File: config.mk
export PLATFORM = sky130hd
export DESIGN_NAME = asp_top
export DESIGN_NICKNAME = d
export VERILOG_FILES = /design/src/hw/asp_top.v
export VERILOG_INCLUDE_DIRS = /design/src /design/src/hw
export SDC_FILE = /design/constraint.sdc
export NUM_CORES = 2
export LEC_CHECK = 0
export BUFFER_PORTS_ARGS = -buffer_cell sky130_fd_sc_hd__buf_2
export CAP_MARGIN = 25
export CORE_MARGIN = 8
export CORE_UTILIZATION = 52
export CTS_BUF_LIST = sky130_fd_sc_hd__clkbuf_8
export DETAILED_ROUTE_END_ITERATION = 12
export PLACE_DENSITY = 0.72
export SYNTH_ARGS = -nofsm -noshare
export SYNTH_HDL_FRONTEND = slang
export SYNTH_SLANG_ARGS = --single-unit
File: constraint.sdc
create_clock -name clk -period 14.2 [get_ports clk]
set_input_delay 0.71 -clock clk [delete_from_list [all_inputs] [get_ports clk]]
set_output_delay 0.71 -clock clk [all_outputs]
set_load 0.02 [all_outputs]
File: src/hw/asp_regs.vh
// Register offsets, field positions, reset values and ratio tables
// for the serial audio port clocking block. Definitions only.
`ifndef ASP_REGS_VH
`define ASP_REGS_VH
// Register offsets (7-bit control address)
`define ASP_REG_PRX   7'h09
`define ASP_REG_PTX   7'h0a
`define ASP_REG_SEC   7'h0b
`define ASP_REG_SRST  7'h35
`define ASP_REG_STAT  7'h36
// Clocking register layout and reset value
`define ASP_CFG_RST   9'h002
`define ASP_MS_BIT    5
`define ASP_RATE_HI   2
`define ASP_RATE_LO   0
`define ASP_BSEL_HI   4
`define ASP_BSEL_LO   3
// Clock ratio codes and master clocks per frame
`define ASP_R128      3'h0
`define ASP_R192      3'h1
`define ASP_R256      3'h2
`define ASP_R384      3'h3
`define ASP_R512      3'h4
`define ASP_R768      3'h5
`define ASP_R1152     3'h6
`define ASP_FS_128    11'h080
`define ASP_FS_192    11'h0c0
`define ASP_FS_256    11'h100
`define ASP_FS_384    11'h180
`define ASP_FS_512    11'h200
`define ASP_FS_768    11'h300
`define ASP_FS_1152   11'h480
// Bit clock rate codes and bit clocks per frame
`define ASP_B64       2'h0
`define ASP_B32       2'h1
`define ASP_B16       2'h2
`define ASP_BSYS      2'h3
`define ASP_BPF_64    10'h040
`define ASP_BPF_32    10'h020
`define ASP_BPF_16    10'h010
`define ASP_BPF_128   10'h080
`define ASP_PER_MIN   11'h002
`define ASP_DUTY_DIV  11'h003
// Word length codes and bit counts
`define ASP_WL16      6'h10
`define ASP_WL20      6'h14
`define ASP_WL24      6'h18
`define ASP_WL32      6'h20
`endif

File: src/hw/asp_top.v
// Serial audio port clocking, framing and a receive FIFO.
// Assumes a decoded control write port, pins synchronous to clk,
// and clk acting as the master clock for generated port clocks.
`timescale 1ns/100ps
`include "asp_regs.vh"

// Word FIFO with valid/ready on both sides
module asp_fifo #(
  parameter W  = 33,
  parameter D  = 16,
  parameter AW = 4
) (
  // Clock and reset
  input  wire         clk,
  input  wire         rst,
  // Fill side
  input  wire         in_valid,
  output wire         in_ready,
  input  wire [W-1:0] in_data,
  // Drain side
  output wire         out_valid,
  input  wire         out_ready,
  output wire [W-1:0] out_data
);
  reg [W-1:0] mem [0:D-1];
  reg [AW:0]  wp_q;
  reg [AW:0]  rp_q;
  wire        full_w  = (wp_q[AW] != rp_q[AW]) &&
                        (wp_q[AW-1:0] == rp_q[AW-1:0]);
  wire        empty_w = (wp_q == rp_q);

  assign in_ready  = ~full_w;
  assign out_valid = ~empty_w;
  assign out_data  = mem[rp_q[AW-1:0]];

  // Pointer and storage update
  always @(posedge clk)
  begin
    if (rst)
    begin
      wp_q <= {(AW+1){1'b0}};
      rp_q <= {(AW+1){1'b0}};
    end
    else
    begin
      if (in_valid && !full_w)
      begin
        mem[wp_q[AW-1:0]] <= in_data;
        wp_q <= wp_q + 1'b1;
      end
      if (out_ready && !empty_w)
        rp_q <= rp_q + 1'b1;
    end
  end
endmodule // asp_fifo

module asp_top #(
  parameter FIFO_DEPTH = 16,
  parameter FIFO_AW    = 4
) (
  // Clock and reset
  input  wire        clk,
  input  wire        rst,
  // Control register port
  input  wire        reg_wr,
  input  wire [6:0]  reg_addr,
  input  wire [8:0]  reg_wdata,
  output reg  [8:0]  reg_rdata_q,
  // Pin strap control
  input  wire        hw_mode,
  input  wire        tx_master_strap,
  // Port clock pins: 0 prim rx, 1 prim tx, 2 sec rx, 3 sec tx
  input  wire [3:0]  bclk_i,
  output wire [3:0]  bclk_o,
  output wire [3:0]  bclk_oe_n,
  input  wire [3:0]  lrclk_i,
  output wire [3:0]  lrclk_o,
  output wire [3:0]  lrclk_oe_n,
  // Serial data pins: 0 primary, 1 secondary
  input  wire [1:0]  rx_din,
  output wire [1:0]  tx_dout,
  // Format: right justified select and word length code
  input  wire [1:0]  rx_fmt_rj,
  input  wire [3:0]  rx_wl,
  input  wire [1:0]  tx_fmt_rj,
  input  wire [3:0]  tx_wl,
  // Primary receive words through FIFO
  output wire        rx0_valid,
  input  wire        rx0_ready,
  output wire [31:0] rx0_data,
  output wire        rx0_left,
  // Secondary receive words
  output reg         rx1_strobe_q,
  output reg  [31:0] rx1_data_q,
  output reg         rx1_left_q,
  // Transmit words and load pulses
  input  wire [63:0] tx_left,
  input  wire [63:0] tx_right,
  output wire [1:0]  tx_load
);
  reg  [8:0]  prx_q;
  reg  [8:0]  ptx_q;
  reg  [8:0]  sec_q;
  reg         ovf_q;
  wire [3:0]  master_w;
  wire [3:0]  rise_w;
  wire [3:0]  fall_w;
  wire [3:0]  lr_w;
  wire [1:0]  wv_w;
  wire [63:0] wd_w;
  wire [1:0]  wleft_w;
  wire        fifo_rdy_w;
  wire        srst_w = reg_wr && (reg_addr == `ASP_REG_SRST);

  // Master clocks per frame for a ratio code
  function [10:0] f_ratio;
    input [2:0] c;
    case (c)
      `ASP_R128:  f_ratio = `ASP_FS_128;
      `ASP_R192:  f_ratio = `ASP_FS_192;
      `ASP_R384:  f_ratio = `ASP_FS_384;
      `ASP_R512:  f_ratio = `ASP_FS_512;
      `ASP_R768:  f_ratio = `ASP_FS_768;
      `ASP_R1152: f_ratio = `ASP_FS_1152;
      default:    f_ratio = `ASP_FS_256;
    endcase
  endfunction

  // Bit clocks per frame
  function [9:0] f_bits;
    input [1:0]  s;
    input [2:0]  c;
    reg   [10:0] half_r;
    begin
      half_r = f_ratio(c) >> 1;
      case (s)
        `ASP_B64: f_bits = `ASP_BPF_64;
        `ASP_B32: f_bits = `ASP_BPF_32;
        `ASP_B16: f_bits = (c == `ASP_R128 || c == `ASP_R192) ?
                           `ASP_BPF_128 : `ASP_BPF_16;
        default:  f_bits = half_r[9:0];
      endcase
    end
  endfunction

  // Word length in bits
  function [5:0] f_wl;
    input [1:0] w;
    case (w)
      2'h0:    f_wl = `ASP_WL16;
      2'h1:    f_wl = `ASP_WL20;
      2'h2:    f_wl = `ASP_WL24;
      default: f_wl = `ASP_WL32;
    endcase
  endfunction

  // Clocking registers; any reset-register write restores defaults
  always @(posedge clk)
  begin
    if (rst || srst_w)
    begin
      prx_q <= `ASP_CFG_RST;
      ptx_q <= `ASP_CFG_RST;
      sec_q <= `ASP_CFG_RST;
    end
    else if (reg_wr)
    begin
      if (reg_addr == `ASP_REG_PRX)
        prx_q <= reg_wdata;
      if (reg_addr == `ASP_REG_PTX)
        ptx_q <= reg_wdata;
      if (reg_addr == `ASP_REG_SEC)
        sec_q <= reg_wdata;
    end
  end

  // Overflow flag: a new overflow wins over the clear
  always @(posedge clk)
  begin
    if (rst)
      ovf_q <= 1'b0;
    else if (wv_w[0] && !fifo_rdy_w)
      ovf_q <= 1'b1;
    else if (srst_w || (reg_wr && reg_addr == `ASP_REG_STAT))
      ovf_q <= 1'b0;
  end

  // Registered readback
  always @(posedge clk)
  begin
    if (rst)
      reg_rdata_q <= 9'h000;
    else
      case (reg_addr)
        `ASP_REG_PRX:  reg_rdata_q <= prx_q;
        `ASP_REG_PTX:  reg_rdata_q <= ptx_q;
        `ASP_REG_SEC:  reg_rdata_q <= sec_q;
        `ASP_REG_STAT: reg_rdata_q <= {4'h0, ovf_q, master_w};
        default:       reg_rdata_q <= 9'h000;
      endcase
  end

  // Per-port clock generation and edge detection
  genvar g;
  generate
    for (g = 0; g < 4; g = g + 1)
    begin : g_clk
      reg  [10:0] mcnt_q;
      reg  [9:0]  bcnt_q;
      reg         bclk_q;
      reg         lr_q;
      reg         bprev_q;
      wire        beff;
      wire [8:0]  cfg = (g == 0) ? prx_q : (g == 1) ? ptx_q : sec_q;
      wire [2:0]  rc  = cfg[`ASP_RATE_HI:`ASP_RATE_LO];
      wire [1:0]  bs  = cfg[`ASP_BSEL_HI:`ASP_BSEL_LO];
      wire [9:0]  bpf = f_bits(bs, rc);
      wire [10:0] pr  = f_ratio(rc) / {1'b0, bpf};
      wire [10:0] per = (pr < `ASP_PER_MIN) ? `ASP_PER_MIN : pr;
      wire        tri3 = (bs == `ASP_B64) &&
                         (rc == `ASP_R192 || rc == `ASP_R1152);
      wire [10:0] hi  = tri3 ? per / `ASP_DUTY_DIV : per >> 1;
      // Wrap at or past the end so a shorter new period never runs away
      wire [10:0] mcnt_d = (mcnt_q >= per - 1'b1) ? 11'h000 :
                           mcnt_q + 1'b1;
      wire        fall_ev = (mcnt_d == hi);
      assign master_w[g] = cfg[`ASP_MS_BIT] ||
        ((g == 1) && hw_mode && tx_master_strap);
      // Master divider: frame clock changes only with a bit clock fall
      always @(posedge clk)
      begin
        if (rst)
        begin
          mcnt_q <= 11'h000;
          bcnt_q <= 10'h000;
          bclk_q <= 1'b1;
          lr_q   <= 1'b1;
        end
        else
        begin
          mcnt_q <= mcnt_d;
          bclk_q <= (mcnt_d < hi);
          if (fall_ev)
          begin
            if (bcnt_q >= (bpf >> 1) - 1'b1)
            begin
              bcnt_q <= 10'h000;
              lr_q   <= ~lr_q;
            end
            else
              bcnt_q <= bcnt_q + 1'b1;
          end
        end
      end
      // Master drives pins, slave takes them
      assign bclk_o[g]     = bclk_q;
      assign lrclk_o[g]    = lr_q;
      assign bclk_oe_n[g]  = ~master_w[g];
      assign lrclk_oe_n[g] = ~master_w[g];
      assign beff   = master_w[g] ? bclk_q : bclk_i[g];
      assign lr_w[g] = master_w[g] ? lr_q : lrclk_i[g];
      always @(posedge clk)
      begin
        if (rst)
          bprev_q <= 1'b1;
        else
          bprev_q <= beff;
      end
      assign rise_w[g] = beff && !bprev_q;
      assign fall_w[g] = !beff && bprev_q;
    end
  endgenerate

  // Receivers on ports 0 and 2, transmitters on ports 1 and 3
  genvar k;
  generate
    for (k = 0; k < 2; k = k + 1)
    begin : g_dat
      reg         rlr_q;
      reg  [31:0] rsh_q;
      reg  [5:0]  rcnt_q;
      reg         wv_q;
      reg  [31:0] wd_q;
      reg         wl_q;
      reg         tlr_q;
      reg  [9:0]  fcnt_q;
      reg  [9:0]  hlen_q;
      reg  [31:0] tsh_q;
      wire [5:0]  rwl = f_wl(rx_wl[2*k+1:2*k]);
      wire [5:0]  twl = f_wl(tx_wl[2*k+1:2*k]);
      wire        rlr = lr_w[2*k];
      wire        rchg = rlr != rlr_q;
      wire [31:0] mask = 32'hffffffff >> (`ASP_WL32 - rwl);
      wire        tlr = lr_w[2*k+1];
      wire        tchg = tlr != tlr_q;
      wire [9:0]  idx = tchg ? 10'h000 : fcnt_q;
      wire [9:0]  nh  = tchg ? fcnt_q : hlen_q;
      wire        ld  = tx_fmt_rj[k] ?
                        (idx == nh - {4'h0, twl}) : tchg;
      wire [31:0] wsel = tlr ? tx_left[32*k+31:32*k] :
                               tx_right[32*k+31:32*k];
      // Receive: sample data and frame clock on rising bit clock
      always @(posedge clk)
      begin
        if (rst)
        begin
          rlr_q  <= 1'b1;
          rsh_q  <= 32'h00000000;
          rcnt_q <= 6'h00;
          wv_q   <= 1'b0;
          wd_q   <= 32'h00000000;
          wl_q   <= 1'b0;
        end
        else
        begin
          wv_q <= 1'b0;
          if (rise_w[2*k])
          begin
            rlr_q <= rlr;
            if (rx_fmt_rj[k])
            begin
              rsh_q <= {rsh_q[30:0], rx_din[k]};
              if (rchg)
              begin
                wv_q <= 1'b1;
                wd_q <= rsh_q & mask;
                wl_q <= rlr_q;
              end
            end
            else if (rchg)
            begin
              rsh_q  <= {31'h00000000, rx_din[k]};
              rcnt_q <= 6'h01;
            end
            else if (rcnt_q != 6'h00 && rcnt_q < rwl)
            begin
              rsh_q  <= {rsh_q[30:0], rx_din[k]};
              rcnt_q <= rcnt_q + 1'b1;
              if (rcnt_q + 1'b1 == rwl)
              begin
                wv_q <= 1'b1;
                wd_q <= {rsh_q[30:0], rx_din[k]};
                wl_q <= rlr;
              end
            end
          end
        end
      end
      assign wv_w[k]            = wv_q;
      assign wd_w[32*k+31:32*k] = wd_q;
      assign wleft_w[k]         = wl_q;
      // Transmit: shift MSB first on falling bit clock
      always @(posedge clk)
      begin
        if (rst)
        begin
          tlr_q  <= 1'b1;
          fcnt_q <= 10'h000;
          hlen_q <= 10'h000;
          tsh_q  <= 32'h00000000;
        end
        else if (fall_w[2*k+1])
        begin
          tlr_q <= tlr;
          if (tchg)
          begin
            fcnt_q <= 10'h001;
            hlen_q <= fcnt_q;
          end
          else
            fcnt_q <= fcnt_q + 1'b1;
          if (ld)
            tsh_q <= wsel << (`ASP_WL32 - twl);
          else
            tsh_q <= {tsh_q[30:0], 1'b0};
        end
      end
      assign tx_dout[k] = tsh_q[31];
      assign tx_load[k] = ld && fall_w[2*k+1];
    end
  endgenerate

  // Primary receive words buffered for the user side
  asp_fifo #(
    .W  (33),
    .D  (FIFO_DEPTH),
    .AW (FIFO_AW)
  ) u_fifo (
    .clk       (clk),
    .rst       (rst),
    .in_valid  (wv_w[0]),
    .in_ready  (fifo_rdy_w),
    .in_data   ({wleft_w[0], wd_w[31:0]}),
    .out_valid (rx0_valid),
    .out_ready (rx0_ready),
    .out_data  ({rx0_left, rx0_data})
  );

  // Secondary receive words registered out
  always @(posedge clk)
  begin
    if (rst)
    begin
      rx1_strobe_q <= 1'b0;
      rx1_data_q   <= 32'h00000000;
      rx1_left_q   <= 1'b0;
    end
    else
    begin
      rx1_strobe_q <= wv_w[1];
      if (wv_w[1])
      begin
        rx1_data_q <= wd_w[63:32];
        rx1_left_q <= wleft_w[1];
      end
    end
  end
endmodule // asp_top

==> Word level (Yosys, flattened, before mapping) <==
Memory sizes are Yosys's and may differ from the RTL's. A register that Yosys moved wholly into a read port is not among the register bits.
Cells that the tools add are included.
{ "totals": {"reg_bits": 429, "out_inout_bits": 97, "in_bits": 172, "ramBits": 528, "mem_count": 1} }
{ "op_classes": {"bitwise_logic": 14, "shifts": 4, "eq_ne": 53, "mux": 95, "div": 6, "n_reduce_logical": 69, "magnitude_cmp": 17, "addsub": 26} }
{ "memory_table": {"columns": ["name", "words", "width", "rd", "rd_ports_with_merged_regs", "write_ports", "line_no", "source"], "rows": [
  ["u_fifo.mem", 16, 33, 1, 1, 1, "asp_top.v:25", "reg [W-1:0] mem [0:D-1];"]
]} }
{ "op_table": {"columns": ["op", "n"], "rows": [
  ["two-way mux 32 bit", 20],
  ["one-hot mux 11 bit (6 select lines)", 3],
  ["two-way mux 11 bit", 10],
  ["two-way mux 10 bit", 10],
  ["one-hot mux 10 bit (3 select lines)", 3],
  ["one-hot mux 6 bit (3 select lines)", 4],
  ["AND 32 bit", 2],
  ["<< shifter 32 x 6 -> 32 bit", 2],
  ["right shift 32 x 6 -> 32 bit (first input constant)", 2],
  ["adder 10 x 1 -> 10 bit (second input constant)", 6],
  ["adder 11 x 1 -> 11 bit (second input constant)", 4],
  ["equality test 11 bit", 4],
  [">= comparator 11 bit", 4],
  ["less-than comparator 11 bit", 4],
  [">= comparator 10 bit", 4],
  ["one-hot mux 9 bit (4 select lines)", 1],
  ["two-way mux 1 bit", 35],
  ["divider 11 x 10 -> 11 bit", 3],
  ["divider 11 x 2 -> 11 bit (second input constant)", 3],
  ["less-than comparator 11 x 2 -> 1 bit (second input constant)", 3],
  ["subtractor 11 x 1 -> 11 bit (second input constant)", 3],
  ["subtractor 9 x 1 -> 10 bit (second input constant)", 3],
  ["equality test 3 bit (second input constant)", 9],
  ["two-way mux 6 bit", 4],
  ["other kinds (33)", 138]
]} }

==> Logic depth before layout (Yosys ltp) <==
{ "depth": {"depth_word": 12, "ltp_mapped": 70, "depth_no_buf": 66} }

==> Hierarchy <==
Synthesis repeated with hierarchy kept, for this count alone.
{ "hier_totals": {"cells_unflattened": 4458, "area_unflattened_um2": 49852.8} }
{ "modules_own_cells": {"columns": ["mod", "cells_each", "area_each_um2", "instances"], "rows": [
  ["asp_top", 3616, 29178.0, 1],
  ["asp_fifo", 842, 20674.8, 1]
]} }

==> Worst setup path after synthesis <==
OpenSTA, ideal clock, no wires.
{ "synth_path": {"path_kind": "register to register", "from": "register sec_q[4] (netlist: g_clk[2].cfg[4])", "to": "register g_clk[2].bcnt_q[0]", "arrival_ns": 13.579, "synth_period_minus_slack_ns": 13.714, "path_buffers": 6, "setup_slack_ns": 0.486, "path_stages_with_launch": 60, "cell_sequence": "dfxtp_1 > buf_2 > nor2b_1 > nand2_1 > ha_1 > inv_1 > a41oi_1 > a21oi_1 > ha_1 > o21a_1 > nor2_1 > nor2_1 > mux2_2 > ha_1 > o22ai_1 > a211oi_2 > buf_2 > mux2i_1 > [24 not listed] > nand2_1 > ha_1 > nand3_1 > xor2_1 > ha_1 > nand2_1 > o21ai_0 > a21oi_1 > o311ai_1 > clkbuf_1 > clkbuf_1 > nor2_1 > ha_1 > nand3_1 > nor3_1 > o21ai_1 > o21bai_1 > nor2_1"} }
{ "synth_between": {"elab_chain_cells": 9} }
{ "synth_rtl": {"columns": ["item", "line_no", "source"], "rows": [
  ["from (decl)", "asp_top.v:103", "reg [8:0] sec_q;"],
  ["from (signal assigned)", "asp_top.v:164", "sec_q <= `ASP_CFG_RST;"],
  ["from (signal assigned)", "asp_top.v:173", "sec_q <= reg_wdata;"],
  ["equality test 2 bit, or another cell as far along", "asp_top.v:136", "case (s)"],
  ["one-hot mux 10 bit (3 select lines) (*)", "asp_top.v:136", null],
  ["divider 11 x 10 -> 11 bit (*)", "asp_top.v:218", "wire [10:0] pr = f_ratio(rc) / {1'b0, bpf};"],
  ["less-than comparator 11 x 2 -> 1 bit (no source line)", null, null],
  ["two-way mux 11 bit (*)", "asp_top.v:219", "wire [10:0] per = (pr < `ASP_PER_MIN) ? `ASP_PER_MIN : pr;"],
  ["subtractor 11 x 1 -> 11 bit (*)", "asp_top.v:224", "wire [10:0] mcnt_d = (mcnt_q >= per - 1'b1) ? 11'h000 :"],
  [">= comparator 11 bit (*)", "asp_top.v:224", null],
  ["two-way mux 11 bit (*)", "asp_top.v:224", null],
  ["net g_clk[2].mcnt_d[9]", "asp_top.v:224", null],
  ["equality test 11 bit (*)", "asp_top.v:226", "wire fall_ev = (mcnt_d == hi);"],
  ["to (signal assigned)", "asp_top.v:251", "bcnt_q <= bcnt_q + 1'b1;"],
  ["to (decl)", "asp_top.v:209", "reg [9:0] bcnt_q;"]
]} }
The timed path passes the listed nets; every way through them passes the cells marked *.
A chain may end at the register's enable or synchronous reset.

==> Final worst setup path <==
{ "layout_path": {"from": "register ptx_q[4] (netlist: g_clk[1].cfg[4])", "to": "register g_clk[1].bcnt_q[3]"} }
{ "layout_between": {"elab_chain_cells": 9} }
{ "layout_rtl": {"columns": ["item", "line_no", "source"], "rows": [
  ["from (decl)", "asp_top.v:102", "reg [8:0] ptx_q;"],
  ["from (signal assigned)", "asp_top.v:163", "ptx_q <= `ASP_CFG_RST;"],
  ["from (signal assigned)", "asp_top.v:171", "ptx_q <= reg_wdata;"],
  ["branches (longest 9 deep; another with divider 11 x 10 -> 11 bit)", null, null],
  ["to (signal assigned)", "asp_top.v:251", null],
  ["to (decl)", "asp_top.v:209", null]
]} }
Several ways; the timed one is not identified.

==> results_dict.tcl <==
set metrics [dict create \
    netlist_area_um2 49540 \
    fin_util_pct 58.70 \
    clk_pin_slew_ps 60 \
    route.detailed.drc 0 \
    met3WireLength_mm 7.746 \
    gr-total-overflow 0 \
    leakage_uw 0.02038 \
    slew_headroom_pct 26.31 \
    port_buffers 268 \
    synth_warnings 0 \
    worstPathMaxFanout 12 \
    root_buffer "clkbuf_8" \
    hold_buffers 0 \
    hold_viol_final 0 \
    worst_slew_pin_slew_ps 1105 \
    critPathArrivalTime_ps 13870 \
    synth-seq-cells 961 \
    ys.flop_type "edfxtp_1" \
    async_reset_ff_share_pct 0 \
    max_freq_ghz 0.07617 \
    wl_met1_mm 52.10 \
    drt-vias-per-instance 5.861 \
    grt_pass1_vias 34870 \
    report.final.slew_viol_count 0 \
    grt_pass1_wl_mm 189.5 \
    synth_top_area_share_pct 32.01 \
    ios 269 \
    cap_violations 0 \
    hold_path.class "input port to register" \
    finalClockSkew_ps 48.47 \
    regArea_um2 24540 \
    track_usage_pct 21.97 \
    wl_per_cell_um 19.72 \
    ant_nets 0 \
    fp-row-count 113 \
    finalCriticalPeriod_ps 13130 \
    worstSetupStartpointType "register" \
    yosys-top-cells-area "edfxtp_1, dfxtp_1, mux4_2" \
    core_um2 94730 \
    cts_buffers 156 \
    crit_type "register to register" \
    synth_edf_count 528 \
    initial_utilization_pct 52.29 \
    setup_tns_ps 0 \
    netlist_instances 4446 \
    cts_tree "yes" \
    status "completed" \
    clkSinkCount 961 \
    chipHeight_um 324.7 \
    slowest_delay_ps 540 \
    top_layer_used "met5" \
    avgSynthCellArea_um2 11.14 \
    vias 35650 \
    grt_max_degree 121 \
    drive_above_1_share_pct 18.15 \
    multi_input_area_um2 23820 \
    finalCritPeriodShare_pct 92.45 \
    synth_cell_types 91 \
    syn_to_final_growth_pct 12.25 \
    ys_seq_area_share_pct 49.50 \
    first_iter_violations 3105 \
    crit_top_cell "ha_1" \
    h-tree-depth 4 \
    die_area_um2 105400 \
    required_ps 14940 \
    drtPass1Iterations 5 \
    cts_buffer_depth 3 \
    nFillCells 7698 \
    antenna_found_initial 7 \
    power_density_nw_per_um2 112.1 \
    report.final.setup_viol 0 \
    wl_mm 120.0 \
    critical_path.endpoint_type "register" \
    die_w_um 324.7 \
    wl_met2_mm 57.40 \
    clk_latency_ps 840 \
    synth_top_cell_by_area "edfxtp_1" \
    dp_hpwl_mm 76.17 \
    place_congestion 0.8693 \
    crit_slowest_cell "dfxtp_1" \
    vdd_ir_drop_max_v 0.00009818 \
    nets 5115 \
]
[critical path, delay by kind of cell, from the launching register on]
| family | cells | cell delay [ps] |
|---|---|---|
| xor+xnor | 1 | 150 |
| fa+ha+maj | 10 | 2840 |
| flops | 1 | 540 |
| mux | 2 | 740 |
| simple gates | 22 | 4310 |
| buf+inv | 2 | 370 |
| compound gates | 23 | 4080 |
[per-stage QoR]
step / worst slack (ps) / std cells / area (um2) / hold slack [ps] / power [uW]
3_3_place_gp: 473.7 / 5783 / 52080 / 433.5 / 3778
5_1_grt: -15.22 / 6081 / 55600 / 90.69 / 6505
2_1_floorplan: 486.0 / 4469 / 49620 / 427.4 / 3604
3_5_place_dp: 221.3 / 5787 / 52140 / 442.7 / 3798
4_1_cts: 115.4 / 6073 / 55400 / 44.01 / 6278
6_report: 1072 / 6083 / 55600 / 137.4 / 6232
[path summary, 6_finish.rpt]
| kind | from | end | slack (ps) | cells past startpoint |
|---|---|---|---|---|
| worst max register to register | g_clk[1].cfg[4] | g_clk[1].bcnt_q[3] | 1070 | 60 |
| worst min register to register | g_dat[0].rsh_q[31] | g_dat[0].rsh_q[31] | 450 | 2 |
| worst max-delay path | g_clk[1].cfg[4] | g_clk[1].bcnt_q[3] | 1070 | 60 |
| worst min-delay path | rx_din[1] | g_dat[1].rsh_q[0] | 140 | 3 |
[registers in the layout (all words and copies together) (netlist names), 2 cells and up, named ones only]
| register | count |
|---|---|
| g_clk.bclk_q | 4 |
| g_clk.bcnt_q | 40 |
| g_clk.bprev_q | 4 |
| g_clk.cfg | 27 |
| g_clk.lr_q | 4 |
| g_clk.mcnt_q | 44 |
| g_dat.fcnt_q | 20 |
| g_dat.hlen_q | 20 |
| g_dat.rcnt_q | 12 |
| g_dat.rlr_q | 2 |
| g_dat.rsh_q | 64 |
| g_dat.tlr_q | 2 |
| g_dat.tsh_q | 64 |
| g_dat.wd_q | 64 |
| g_dat.wl_q | 2 |
| g_dat.wv_q | 2 |
| reg_rdata_q | 9 |
| rx1_data_q | 32 |
| u_fifo.mem | 528 |
| u_fifo.rp_q | 5 |
| u_fifo.wp_q | 5 |
[per-layer routing]
| metal | GRT usage (%) | vias to the layer above |
|---|---|---|
| met5 | 0 | - |
| li1 | - | 17060 |
| met1 | 29.27 | 17300 |
| met4 | 6.866 | 2 |
| met2 | 36.17 | 1100 |
| met3 | 4.374 | 190 |
[synthesized netlist by cell type, types with 64 or more instances]
master	n
edfxtp_1	528
dfxtp_1	433
nor2_1	431
nand2_1	333
a21oi_1	285
ha_1	251
mux2i_1	231
clkbuf_1	207
mux4_2	169
nand3_1	160
o21ai_0	122
a211oi_1	108
nor3_1	94
xor2_1	94
inv_1	81
xnor2_1	74
nand2b_1	66
and3_1	64
[layout by cell type (no fill, tap or decap), types with 108 or more instances in the layout]
cell	netlist	layout
edfxtp_1	528	528
dfxtp_1	433	426
nor2_1	431	412
nand2_1	333	332
a21oi_1	285	284
buf_2	30	267
ha_1	251	248
mux2i_1	231	230
clkbuf_8	0	184
mux4_2	169	169
nand3_1	160	160
inv_1	81	118
o21ai_0	122	118
a211oi_1	108	108
[final cells by class]
type                    count  area share [%]
inverters                  85          0.5738
well taps                1265           2.846
diodes                      3         0.01350
clock buffers             184           4.554
multi-input cells        3134           42.85
clock inverters           102           1.303
repair buffers            349           3.735
flip-flops and latches    961           44.13
[where the power goes]
group	internal (uW)	switching, uW	leakage (uW)	total [uW]
clock network	1330	1150	0.00181	2480
registers	2940	36.8	0.00846	2980
logic	326	443	0.0101	770
total	4600	1630	0.0204	6230
[cells by family after synthesis]
| logic type | share of synthesized area (%) |
|---|---|
| AND/OR/NAND/NOR | 13.83 |
| other | 0.007570 |
| buffers and inverters | 3.076 |
| multiplexers | 13.24 |
| AO/OA/AOI/OAI | 10.75 |
| flip-flops | 49.50 |
| XOR/XNOR | 3.051 |
| adder cells (fa/ha/maj) | 6.542 |
[what timing repair did]
action	CTS	global route
setup buffers	0	3
setup endpoints to repair	0	48
gates resized for setup	0	25
(Power assumes the default switching activity.)
